## config.mk

```make
export PLATFORM = sky130hd
export DESIGN_NAME = fcf_top
export DESIGN_NICKNAME = d
export VERILOG_FILES = /design/src/pkg/fcf_pkg.sv /design/src/pkg/fcf_pin_if.sv /design/src/logic/fcf_top.sv /design/src/logic/fcf_pin_sync.sv
export SDC_FILE = /design/constraint.sdc
export NUM_CORES = 1
export LEC_CHECK = 0
export ABC_AREA = 1
export BUFFER_PORTS_ARGS = -buffer_cell sky130_fd_sc_hd__buf_2
export CAP_MARGIN = 20
export CORE_MARGIN = 3
export CORE_UTILIZATION = 50
export DETAILED_ROUTE_END_ITERATION = 10
export PLACE_DENSITY = 0.7
export SLEW_MARGIN = 20
export SYNTH_ARGS = -nofsm -noshare
export SYNTH_HDL_FRONTEND = slang
export SYNTH_SLANG_ARGS = --single-unit
```

## constraint.sdc

```tcl
create_clock -name clk_in -period 2.7 [get_ports clk_in]
set_input_delay 0 -clock clk_in [delete_from_list [all_inputs] [get_ports clk_in]]
set_output_delay 0 -clock clk_in [all_outputs]
set_load 0.01 [all_outputs]
```

## src/pkg/fcf_pkg.sv

```systemverilog
// package: command codes, register layout, reset values, protocol and state types
package fcf_pkg;
	// command codes
	localparam logic [7:0] OP_READ_FLAGS = 8'h70;
	localparam logic [7:0] OP_CLEAR_FLAGS = 8'h50;
	localparam logic [7:0] OP_READ_CFG = 8'h65;
	localparam logic [7:0] OP_WRITE_CFG = 8'h61;
	// volatile_mode_config layout
	localparam int CFG_QUAD_BIT = 7;
	localparam int CFG_DUAL_BIT = 6;
	localparam int CFG_RSVD_BIT = 5;
	localparam int CFG_HOLD_BIT = 4;
	localparam int CFG_ACCEL_BIT = 3;
	localparam int CFG_DRIVE_HI = 2;
	localparam int CFG_DRIVE_LO = 0;
	localparam logic [7:0] CFG_RESET = 8'hDF;
	// operation_flags layout
	localparam int FLG_READY_BIT = 7;
	localparam int FLG_ERASE_SUSP_BIT = 6;
	localparam int FLG_ERASE_ERR_BIT = 5;
	localparam int FLG_PROG_ERR_BIT = 4;
	localparam int FLG_SUPPLY_ERR_BIT = 3;
	localparam int FLG_PROG_SUSP_BIT = 2;
	localparam int FLG_PROTECT_ERR_BIT = 1;
	localparam int FLG_ADDR4_BIT = 0;
	// serial shifting
	localparam logic [3:0] BYTE_BITS = 4'h8;
	localparam logic [2:0] LANES_SINGLE = 3'h1;
	localparam logic [2:0] LANES_DUAL = 3'h2;
	localparam logic [2:0] LANES_QUAD = 3'h4;
	localparam logic [3:0] OE_N_OFF = 4'hF;
	localparam logic [3:0] OE_N_SINGLE = 4'hD;
	localparam logic [3:0] OE_N_DUAL = 4'hC;
	localparam logic [3:0] OE_N_QUAD = 4'h0;
	// synchroniser idle image {sclk, cs_n, dq}: clock low, deselected, lines high
	localparam logic [5:0] PIN_IDLE = 6'h1F;
	typedef enum logic [1:0] {
		PROTO_SINGLE = 2'b00,
		PROTO_DUAL = 2'b01,
		PROTO_QUAD = 2'b10
	} fcf_proto_t;
	typedef enum logic [2:0] {
		ST_OPCODE = 3'b000,
		ST_SEND = 3'b001,
		ST_WDATA = 3'b010,
		ST_NODATA = 3'b011,
		ST_IGNORE = 3'b100
	} fcf_state_t;
endpackage

```

## src/pkg/fcf_pin_if.sv

```systemverilog
// interface: synchronised serial pin levels and edge events
`timescale 1ns/1ns
interface fcf_pin_if;
	logic sclk_rise;
	logic sclk_fall;
	logic cs_active;
	logic cs_end;
	logic [3:0] dq;
	modport sync_side (output sclk_rise, output sclk_fall, output cs_active, output cs_end,
		output dq);
	modport core_side (input sclk_rise, input sclk_fall, input cs_active, input cs_end,
		input dq);
endinterface

```

## src/logic/fcf_top.sv

```systemverilog
// serial-command register bank: volatile mode configuration and operation flags
`timescale 1ns/1ns
module fcf_top (
	input wire logic clk_in,
	input wire logic arst_n_in,
	input wire logic sclk_in,
	input wire logic cs_n_in,
	input wire logic [3:0] dq_in,
	output logic [3:0] dq_out,
	output logic [3:0] dq_oe_n_out,
	input wire logic write_in_progress_in,
	input wire logic erase_suspend_in,
	input wire logic program_suspend_in,
	input wire logic addr_4byte_in,
	input wire logic erase_fail_in,
	input wire logic program_fail_in,
	input wire logic program_accel_high_level_in,
	input wire logic zero_to_one_attempt_in,
	input wire logic supply_invalid_in,
	input wire logic protect_fail_in,
	output fcf_pkg::fcf_proto_t protocol_out,
	output logic hold_reset_en_out,
	output logic accel_en_out,
	output logic [2:0] drive_code_out
);
	import fcf_pkg::*;

	fcf_pin_if pins ();
	fcf_state_t state_reg;
	logic [2:0] in_cnt_reg;
	logic [2:0] out_cnt_reg;
	logic [7:0] rx_reg;
	logic [7:0] rx_next;
	logic [7:0] tx_reg;
	logic [7:0] tx_cur;
	logic [7:0] opcode_reg;
	logic [7:0] cfg_reg;
	logic [7:0] cfg_pending_reg;
	logic cfg_full_reg;
	logic err_erase_reg;
	logic err_prog_reg;
	logic err_supply_reg;
	logic err_protect_reg;
	logic [7:0] flags_rd;
	logic [7:0] rd_byte;
	logic [2:0] lanes;
	logic byte_done;
	logic cfg_commit;
	logic clear_flags;
	logic prog_err_event;
	fcf_proto_t proto;

	// lanes moved per serial clock edge in each protocol
	function automatic logic [2:0] lane_count(input fcf_proto_t p);
		case (p)
			PROTO_DUAL: lane_count = LANES_DUAL;
			PROTO_QUAD: lane_count = LANES_QUAD;
			default: lane_count = LANES_SINGLE;
		endcase
	endfunction

	// shift incoming lanes in below the byte collected so far
	function automatic logic [7:0] shift_in(input logic [7:0] sh, input logic [3:0] d,
		input fcf_proto_t p);
		case (p)
			PROTO_DUAL: shift_in = {sh[5:0], d[1:0]};
			PROTO_QUAD: shift_in = {sh[3:0], d[3:0]};
			default: shift_in = {sh[6:0], d[0]};
		endcase
	endfunction

	// pin synchronisers
	fcf_pin_sync u_sync (
		.clk_in(clk_in),
		.arst_n_in(arst_n_in),
		.sclk_in(sclk_in),
		.cs_n_in(cs_n_in),
		.dq_in(dq_in),
		.pins(pins.sync_side)
	);

	// protocol from config; four-line wins when both selects are low
	always_comb begin
		if (!cfg_reg[CFG_QUAD_BIT]) begin
			proto = PROTO_QUAD;
		end else if (!cfg_reg[CFG_DUAL_BIT]) begin
			proto = PROTO_DUAL;
		end else begin
			proto = PROTO_SINGLE;
		end
	end

	assign lanes = lane_count(proto);
	assign rx_next = shift_in(rx_reg, pins.dq, proto);
	assign byte_done = ({1'b0, in_cnt_reg} + {1'b0, lanes}) == BYTE_BITS;
	assign protocol_out = proto;
	assign hold_reset_en_out = cfg_reg[CFG_HOLD_BIT];
	assign accel_en_out = ~cfg_reg[CFG_ACCEL_BIT];
	assign drive_code_out = cfg_reg[CFG_DRIVE_HI:CFG_DRIVE_LO];

	// flags image: status bits follow live conditions, error bits are sticky
	always_comb begin
		flags_rd = 8'h00;
		flags_rd[FLG_READY_BIT] = ~write_in_progress_in;
		flags_rd[FLG_ERASE_SUSP_BIT] = erase_suspend_in;
		flags_rd[FLG_ERASE_ERR_BIT] = err_erase_reg;
		flags_rd[FLG_PROG_ERR_BIT] = err_prog_reg;
		flags_rd[FLG_SUPPLY_ERR_BIT] = err_supply_reg;
		flags_rd[FLG_PROG_SUSP_BIT] = program_suspend_in;
		flags_rd[FLG_PROTECT_ERR_BIT] = err_protect_reg;
		flags_rd[FLG_ADDR4_BIT] = addr_4byte_in;
	end

	assign rd_byte = (opcode_reg == OP_READ_FLAGS) ? flags_rd : cfg_reg;
	assign tx_cur = (out_cnt_reg == 3'h0) ? rd_byte : tx_reg;

	// frame end actions: commit a complete config byte, or clear on a bare 50h
	assign cfg_commit = pins.cs_end & (state_reg == ST_WDATA) & cfg_full_reg;
	assign clear_flags = pins.cs_end & (state_reg == ST_NODATA);

	// command sequencer
	always_ff @(posedge clk_in or negedge arst_n_in) begin
		if (!arst_n_in) begin
			state_reg <= ST_OPCODE;
			opcode_reg <= 8'h00;
		end else if (pins.cs_end || !pins.cs_active) begin
			state_reg <= ST_OPCODE;
		end else if (pins.sclk_rise && byte_done) begin
			case (state_reg)
				ST_OPCODE: begin
					opcode_reg <= rx_next;
					if (rx_next == OP_READ_FLAGS || rx_next == OP_READ_CFG) begin
						state_reg <= ST_SEND;
					end else if (rx_next == OP_WRITE_CFG) begin
						state_reg <= ST_WDATA;
					end else if (rx_next == OP_CLEAR_FLAGS) begin
						state_reg <= ST_NODATA;
					end else begin
						state_reg <= ST_IGNORE;
					end
				end
				ST_NODATA: state_reg <= ST_IGNORE;
				default: state_reg <= state_reg;
			endcase
		end else if (pins.sclk_rise && state_reg == ST_NODATA) begin
			state_reg <= ST_IGNORE; // any data bit spoils the clear command
		end
	end

	// input shifter and bit counter
	always_ff @(posedge clk_in or negedge arst_n_in) begin
		if (!arst_n_in) begin
			rx_reg <= 8'h00;
			in_cnt_reg <= 3'h0;
		end else if (!pins.cs_active) begin
			in_cnt_reg <= 3'h0;
		end else if (pins.sclk_rise) begin
			rx_reg <= rx_next;
			in_cnt_reg <= in_cnt_reg + lanes; // wraps at eight bits
		end
	end

	// pending config byte: first whole data byte only
	always_ff @(posedge clk_in or negedge arst_n_in) begin
		if (!arst_n_in) begin
			cfg_pending_reg <= CFG_RESET;
			cfg_full_reg <= 1'b0;
		end else if (!pins.cs_active) begin
			cfg_full_reg <= 1'b0;
		end else if (pins.sclk_rise && byte_done && state_reg == ST_WDATA && !cfg_full_reg) begin
			cfg_pending_reg <= rx_next;
			cfg_full_reg <= 1'b1;
		end
	end

	// config register updates only at the end of its write frame
	always_ff @(posedge clk_in or negedge arst_n_in) begin
		if (!arst_n_in) begin
			cfg_reg <= CFG_RESET;
		end else if (cfg_commit) begin
			cfg_reg <= cfg_pending_reg;
			cfg_reg[CFG_RSVD_BIT] <= 1'b0;
		end
	end

	// sticky error flags; a new event wins over a clear in the same cycle
	assign prog_err_event = program_fail_in | (program_accel_high_level_in & zero_to_one_attempt_in);
	always_ff @(posedge clk_in or negedge arst_n_in) begin
		if (!arst_n_in) begin
			err_erase_reg <= 1'b0;
			err_prog_reg <= 1'b0;
			err_supply_reg <= 1'b0;
			err_protect_reg <= 1'b0;
		end else begin
			err_erase_reg <= erase_fail_in | (err_erase_reg & ~clear_flags);
			err_prog_reg <= prog_err_event | (err_prog_reg & ~clear_flags);
			err_supply_reg <= supply_invalid_in | (err_supply_reg & ~clear_flags);
			err_protect_reg <= protect_fail_in | (err_protect_reg & ~clear_flags);
		end
	end

	// output shifter: changes on the falling serial edge, byte repeats endlessly
	always_ff @(posedge clk_in or negedge arst_n_in) begin
		if (!arst_n_in) begin
			tx_reg <= 8'h00;
			out_cnt_reg <= 3'h0;
			dq_out <= 4'h0;
			dq_oe_n_out <= OE_N_OFF;
		end else if (!pins.cs_active || state_reg != ST_SEND) begin
			out_cnt_reg <= 3'h0;
			dq_oe_n_out <= OE_N_OFF;
		end else if (pins.sclk_fall) begin
			tx_reg <= tx_cur << lanes;
			out_cnt_reg <= out_cnt_reg + lanes;
			case (proto)
				PROTO_DUAL: begin
					dq_out <= {2'b00, tx_cur[7:6]};
					dq_oe_n_out <= OE_N_DUAL;
				end
				PROTO_QUAD: begin
					dq_out <= tx_cur[7:4];
					dq_oe_n_out <= OE_N_QUAD;
				end
				default: begin
					dq_out <= {2'b00, tx_cur[7], 1'b0};
					dq_oe_n_out <= OE_N_SINGLE;
				end
			endcase
		end
	end

	// protocol select and config update checks
	chk_quad_priority: assert property (@(posedge clk_in) disable iff (!arst_n_in)
		!cfg_reg[CFG_QUAD_BIT] |-> protocol_out == PROTO_QUAD && lanes == LANES_QUAD)
		else $error("four-line not selected");
	chk_dual_select: assert property (@(posedge clk_in) disable iff (!arst_n_in)
		(cfg_reg[CFG_QUAD_BIT] && !cfg_reg[CFG_DUAL_BIT]) |-> protocol_out == PROTO_DUAL
		&& lanes == LANES_DUAL) else $error("two-line not selected");
	chk_single_default: assert property (@(posedge clk_in) disable iff (!arst_n_in)
		(cfg_reg[CFG_QUAD_BIT] && cfg_reg[CFG_DUAL_BIT]) |-> protocol_out == PROTO_SINGLE
		&& lanes == LANES_SINGLE) else $error("single-line not selected");
	chk_cfg_at_end: assert property (@(posedge clk_in) disable iff (!arst_n_in)
		!$stable(cfg_reg) |-> $past(cfg_commit)) else $error("config changed mid frame");
	chk_proto_in_frame: assert property (@(posedge clk_in) disable iff (!arst_n_in)
		(pins.cs_active && !pins.cs_end) |=> $stable(protocol_out))
		else $error("protocol changed inside a frame");
	chk_rsvd_zero: assert property (@(posedge clk_in) disable iff (!arst_n_in)
		cfg_commit |=> !cfg_reg[CFG_RSVD_BIT] && cfg_reg[7:6] == $past(cfg_pending_reg[7:6]))
		else $error("config write wrong");

	// flag register checks
	chk_ready_inverse: assert property (@(posedge clk_in) disable iff (!arst_n_in)
		flags_rd[FLG_READY_BIT] != write_in_progress_in) else $error("ready flag wrong");
	chk_status_live: assert property (@(posedge clk_in) disable iff (!arst_n_in)
		flags_rd[FLG_ERASE_SUSP_BIT] == erase_suspend_in && flags_rd[FLG_PROG_SUSP_BIT] ==
		program_suspend_in && flags_rd[FLG_ADDR4_BIT] == addr_4byte_in)
		else $error("status flag not live");
	chk_erase_err_set: assert property (@(posedge clk_in) disable iff (!arst_n_in)
		erase_fail_in |=> err_erase_reg ##1 (err_erase_reg || $past(clear_flags)))
		else $error("erase error not raised");
	chk_prog_accel_err: assert property (@(posedge clk_in) disable iff (!arst_n_in)
		(program_accel_high_level_in && zero_to_one_attempt_in) |=> err_prog_reg)
		else $error("program error not raised");
	chk_supply_err_set: assert property (@(posedge clk_in) disable iff (!arst_n_in)
		supply_invalid_in |=> err_supply_reg) else $error("supply error not raised");
	chk_error_sticky: assert property (@(posedge clk_in) disable iff (!arst_n_in)
		(err_protect_reg && !clear_flags) |=> err_protect_reg) else $error("error flag lost");
	chk_clear_all: assert property (@(posedge clk_in) disable iff (!arst_n_in)
		(clear_flags && !erase_fail_in && !prog_err_event && !supply_invalid_in
		&& !protect_fail_in) |=> !(err_erase_reg || err_prog_reg || err_supply_reg
		|| err_protect_reg)) else $error("clear left a flag");
	chk_clear_decode: assert property (@(posedge clk_in) disable iff (!arst_n_in)
		(pins.sclk_rise && byte_done && state_reg == ST_OPCODE && rx_next == OP_CLEAR_FLAGS
		&& pins.cs_active && !pins.cs_end) |=> state_reg == ST_NODATA)
		else $error("clear command not decoded");

	// serial output checks
	chk_oe_release: assert property (@(posedge clk_in) disable iff (!arst_n_in)
		!pins.cs_active |=> dq_oe_n_out == OE_N_OFF) else $error("data lines not released");
	chk_single_lane: assert property (@(posedge clk_in) disable iff (!arst_n_in)
		(pins.sclk_fall && pins.cs_active && state_reg == ST_SEND && proto == PROTO_SINGLE)
		|=> dq_oe_n_out == OE_N_SINGLE) else $error("single-line output lane wrong");
endmodule

```

## src/logic/fcf_pin_sync.sv

```systemverilog
// three-stage pin synchronisers with agreement filter and edge events
`timescale 1ns/1ns
module fcf_pin_sync (
	input wire logic clk_in,
	input wire logic arst_n_in,
	input wire logic sclk_in,
	input wire logic cs_n_in,
	input wire logic [3:0] dq_in,
	fcf_pin_if.sync_side pins
);
	import fcf_pkg::*;
	logic [5:0] s1_reg;
	logic [5:0] s2_reg;
	logic [5:0] s3_reg;
	logic [5:0] lvl_reg;
	logic [5:0] lvl_next;
	logic [5:0] agree;

	// three flip-flop chain; first stage feeds only the second
	always_ff @(posedge clk_in or negedge arst_n_in) begin
		if (!arst_n_in) begin
			s1_reg <= PIN_IDLE; // clock idles low, so no false edge after reset
			s2_reg <= PIN_IDLE;
			s3_reg <= PIN_IDLE;
		end else begin
			s1_reg <= {sclk_in, cs_n_in, dq_in};
			s2_reg <= s1_reg;
			s3_reg <= s2_reg;
		end
	end

	// a level is accepted once stages two and three agree
	assign agree = ~(s2_reg ^ s3_reg);
	assign lvl_next = (agree & s3_reg) | (~agree & lvl_reg);

	always_ff @(posedge clk_in or negedge arst_n_in) begin
		if (!arst_n_in) begin
			lvl_reg <= PIN_IDLE;
		end else begin
			lvl_reg <= lvl_next;
		end
	end

	// edge events are one clock wide
	assign pins.sclk_rise = lvl_next[5] & ~lvl_reg[5];
	assign pins.sclk_fall = ~lvl_next[5] & lvl_reg[5];
	assign pins.cs_end = lvl_next[4] & ~lvl_reg[4];
	assign pins.cs_active = ~lvl_reg[4];
	assign pins.dq = lvl_reg[3:0];
endmodule

```

==> impl.org <==
** Status
- Result of the run :: complete, no violations

** Clocking
- Clock-pin slew was measured on the worst setup and hold paths at 0.08 ns.
- CTS tree :: done
- CTS built an H-tree with a depth of 3.
- Clock insertion delay at the later pin of the skew report :: 0.35 ns
- The cell sitting at the root of the clock tree is a sky130_fd_sc_hd__clkbuf_8.
- Clock Sinks :: 82
- The clock passes through at most 2 buffers.
- TritonCTS created 9 clock buffers.
- In this run the post-CTS setup repair buffer count came out at 0.

** Floorplanning
- After floorplanning, the core was divided into 31 placement rows.
- DIE AREA :: 9030 µm²
- The floorplan step set the die width to ~95 µm.
- Top-level port count :: 33
- Vertical extent of the die :: 95.03 µm
- Once the floorplan was initialized, standard cells occupied 52.93% of the core.
- The total area inside the core boundary comes to 7486 µm².

** Drt
- The detail route stage leaves a number of antenna-violating nets equal to 0.
- The first routing iteration left 194 violations.
- The first detailed-routing pass took 6 iterations.
- Detailed-route via count :: ~3.1k
- Total routed wirelength :: 8323 µm
- After detailed routing, the average wire length per cell comes to between 10 and 15 µm.
- In the routed layout, each cell is associated on average with a via count of 5.199.
- After detailed routing, the number of remaining DRC violations is 0.

** Cells and area
- After routing the design area is 4494 µm².
- In the final design database the tool counted 507 nets.
- Antenna fix cells :: 0
- Cells fill 60.04% of the core in the end.
- Number of filler instances in the final layout :: 630
- Area used by multi-input combinational logic :: 1594 µm²
- Total area of sequential cells :: 2098 µm²
- Fraction of final layout cells with drive strength greater than 1 :: a little over a quarter
- Post-synthesis to final-layout area growth :: 13.42%

** Global routing
- The number of global-route vias before repair is 3088.
- Overall global routing resource usage :: between 20% and 30%
- Initial antenna violation count :: 0
- Wire length of the first global-routing pass :: 14300 µm
- For this run the aggregate overflow at the end of global routing stands at 0.
- Pin count of the biggest net entering global routing :: 83

** STA
- Across all hold checks on the routed design, the worst slack comes to approximately 0.033 ns.
- Endpoints failing hold :: 0
- Setup violations remaining at the end of the flow were counted as 0.
- Max-Slew Margin vs Limit :: 33.56%
- Final Worst Setup Slack :: 0.2169 ns
- Of the available clock period, the critical path in the final layout requires between 90 and 100%.
- Clock skew on the completed layout was measured at 0.006619 ns.
- At the pin with the least slew margin, the transition time is 0.9966 ns.
- The final-report max-slew violation count is 0.
- Derived from the worst setup path, the maximum achievable clock frequency is 0.4027 GHz.
- Shortest period the worst path allows :: 2.483 ns
- Unrepaired setup endpoints after global routing :: no
- Sum of negative setup slack :: 0 ns

** Power
- VDD IR-drop max :: 0.0002992 V
- Power spread over the standard cell area amounts to 548.3 nW/µm².
- In this run the static leakage power is 2.073 nW.

** Yosys
- Most frequently used flop master after synthesis :: sky130_fd_sc_hd__dfrtp_1
- The cell area that synthesis handed to floorplanning was roughly 4000 µm².
- For this run, the register share of the synthesized area comes to 52.95%.
- Counting flops with an async set or reset pin after synthesis yields a share of 100.0%.
- Top-area cell type share of the netlist area :: roughly 28%
- Yosys attributes the largest share of cell area to sky130_fd_sc_hd__dfrtp_1, sky130_fd_sc_hd__dfstp_2, sky130_fd_sc_hd__nand2_1, sky130_fd_sc_hd__nand3_1, sky130_fd_sc_hd__inv_1.
- Synthesis inferred 82 register bits.
- Counting flops with a built-in enable in the synthesized netlist gives 0.
- Each instance of the synthesized netlist takes up on average 9.088 µm².
- Total nets after synthesis :: 460
- Mapped Cells :: 436
- Yosys printed 0 warnings.
- The biggest area contributor in the post-synthesis netlist is sky130_fd_sc_hd__dfrtp_1.
- Synthesis instantiated 40 different standard cells from the library.

** Setup path
- Data required, critical path :: 2.93 ns
- The worst setup path is captured at a flip-flop.
- Crit path kind :: flip-flop to flip-flop
- Of all nets on the critical path, the largest fanout is 16.
- For the worst setup path, the data arrival time is roughly 2.7 ns.
- The worst setup path is launched from a flip-flop.

** Place
- Timing analysis after detailed placement gives a worst setup slack of 0.2161 ns.
- Post-placement cell area :: 4184 µm²
- HPWL after detailed placement :: 5768 µm
- Count of input and output buffers :: 32
- The congestion estimate from routability-driven global placement came to 0.8984.

** Worst hold path
- In this run the worst hold path is classified as input port to flip-flop.

** Flow run
- The tool flagged a number of max-cap violations equal to 0.
-- logic make-up (layout without fill, tap and decap cells) --
kind of cell    count (synthesis)  after routing  synth area share [%]
simple gates                  223            223                 27.72
compound gates                 58             58                 8.052
flops                          82             82                 52.95
xor+xnor                        3              3                0.6632
buf+inv                        59            111                 7.041
fa+ha+maj                      11             11                 3.568
-- final cells by class --
class | count | area share (%)
tap | 99 | 2.756
clock inverter | 3 | 0.9465
inverter | 45 | 3.758
timing repair buffer | 50 | 7.294
sequential | 82 | 46.69
clock buffer | 13 | 3.090
multi-input combinational | 295 | 35.47
-- timing repair --
action,CTS,global route
gates resized for setup,0,2
endpoints found under the hold margin,55,0
endpoints found under the setup margin,0,8
hold buffers,12,0
-- cells in the mapped netlist, types with 3 or more instances --
cell type                   n
sky130_fd_sc_hd__inv_2      8
sky130_fd_sc_hd__nor2_4     3
sky130_fd_sc_hd__nand2_2    4
sky130_fd_sc_hd__nand3_2   12
sky130_fd_sc_hd__buf_6      4
sky130_fd_sc_hd__or2_2      3
sky130_fd_sc_hd__nand2_1  106
sky130_fd_sc_hd__a21oi_1   12
sky130_fd_sc_hd__buf_2      4
sky130_fd_sc_hd__o21ai_0   19
sky130_fd_sc_hd__xnor2_1    3
sky130_fd_sc_hd__nand3_1   46
sky130_fd_sc_hd__dfstp_2   37
sky130_fd_sc_hd__nor2_1    26
sky130_fd_sc_hd__maj3_1     4
sky130_fd_sc_hd__nand4_1    3
sky130_fd_sc_hd__dfrtp_1   45
sky130_fd_sc_hd__buf_4      6
sky130_fd_sc_hd__nor2_2    10
sky130_fd_sc_hd__inv_1     36
sky130_fd_sc_hd__ha_1       4
sky130_fd_sc_hd__o21ai_1   16
-- per-stage QoR --
step,cells,power [W]
after floorplan,436,0.001529
after global placement,559,0.001608
after detailed placement,559,0.001617
after CTS,587,0.002484
after global routing,587,0.002592
final,587,0.002464
-- cells in the final DEF, fill, tap and decap left out, types with 7 or more instances in the layout --
cell type and n:
sky130_fd_sc_hd__inv_2 8, sky130_fd_sc_hd__nand2_1 106, sky130_fd_sc_hd__a21oi_1 12, sky130_fd_sc_hd__dlygate4sd3_1 12, sky130_fd_sc_hd__o21ai_1 17, sky130_fd_sc_hd__nor2_1 26
sky130_fd_sc_hd__clkbuf_8 9, sky130_fd_sc_hd__nor2_2 10, sky130_fd_sc_hd__dfstp_2 37, sky130_fd_sc_hd__buf_4 7, sky130_fd_sc_hd__buf_2 31, sky130_fd_sc_hd__dfrtp_1 45
sky130_fd_sc_hd__nand3_1 46, sky130_fd_sc_hd__inv_1 36, sky130_fd_sc_hd__o21ai_0 18, sky130_fd_sc_hd__nand3_2 12
-- worst max-delay path, stage by stage, from the launching register on --
cell and delay, ns:
sky130_fd_sc_hd__dfstp_2 0.63, sky130_fd_sc_hd__nand2_4 0.09, sky130_fd_sc_hd__inv_1 0.08, sky130_fd_sc_hd__ha_1 0.17, sky130_fd_sc_hd__inv_1 0.06, sky130_fd_sc_hd__fa_1 0.49
sky130_fd_sc_hd__nand2_1 0.06, sky130_fd_sc_hd__nor2_1 0.10, sky130_fd_sc_hd__nand2_1 0.12, sky130_fd_sc_hd__inv_2 0.10, sky130_fd_sc_hd__nand3_2 0.25, sky130_fd_sc_hd__nand2_1 0.14
sky130_fd_sc_hd__o21ai_0 0.08
-- power by group --
part           switching, W  internal [W]
Clock              0.000427      0.000428
Combinational      0.000165     0.0000906
Sequential        0.0000481       0.00130
-- layer usage --
metal / GRT usage [%] / vias to the layer above / wire length (µm)
met2: 32.77 / 83 / 3910
met4: 8.774 / 0 / 161
met3: 4.815 / 16 / 391
met5: 0 / - / 0
met1: 27.09 / 1443 / 3860
li1: - / 1510 / -
-- worst paths after layout --
path | from | endpoint | slack [ns] | depth (start not counted)
min reg2reg | u_sync.s1_reg[4] | u_sync.s2_reg[4] | 0.35 | 0
max in group asynchronous | arst_n_in | rx_reg[0] | 1.70 | 2
max | cfg_reg[7] | opcode_reg[4] | 0.22 | 12
min in group asynchronous | arst_n_in | u_sync.s1_reg[5] | 0.35 | 2
min | write_in_progress_in | dq_out[1] | 0.03 | 4
max reg2reg | cfg_reg[7] | opcode_reg[4] | 0.22 | 12
Note: power is estimated with default switching activity, not from simulation.
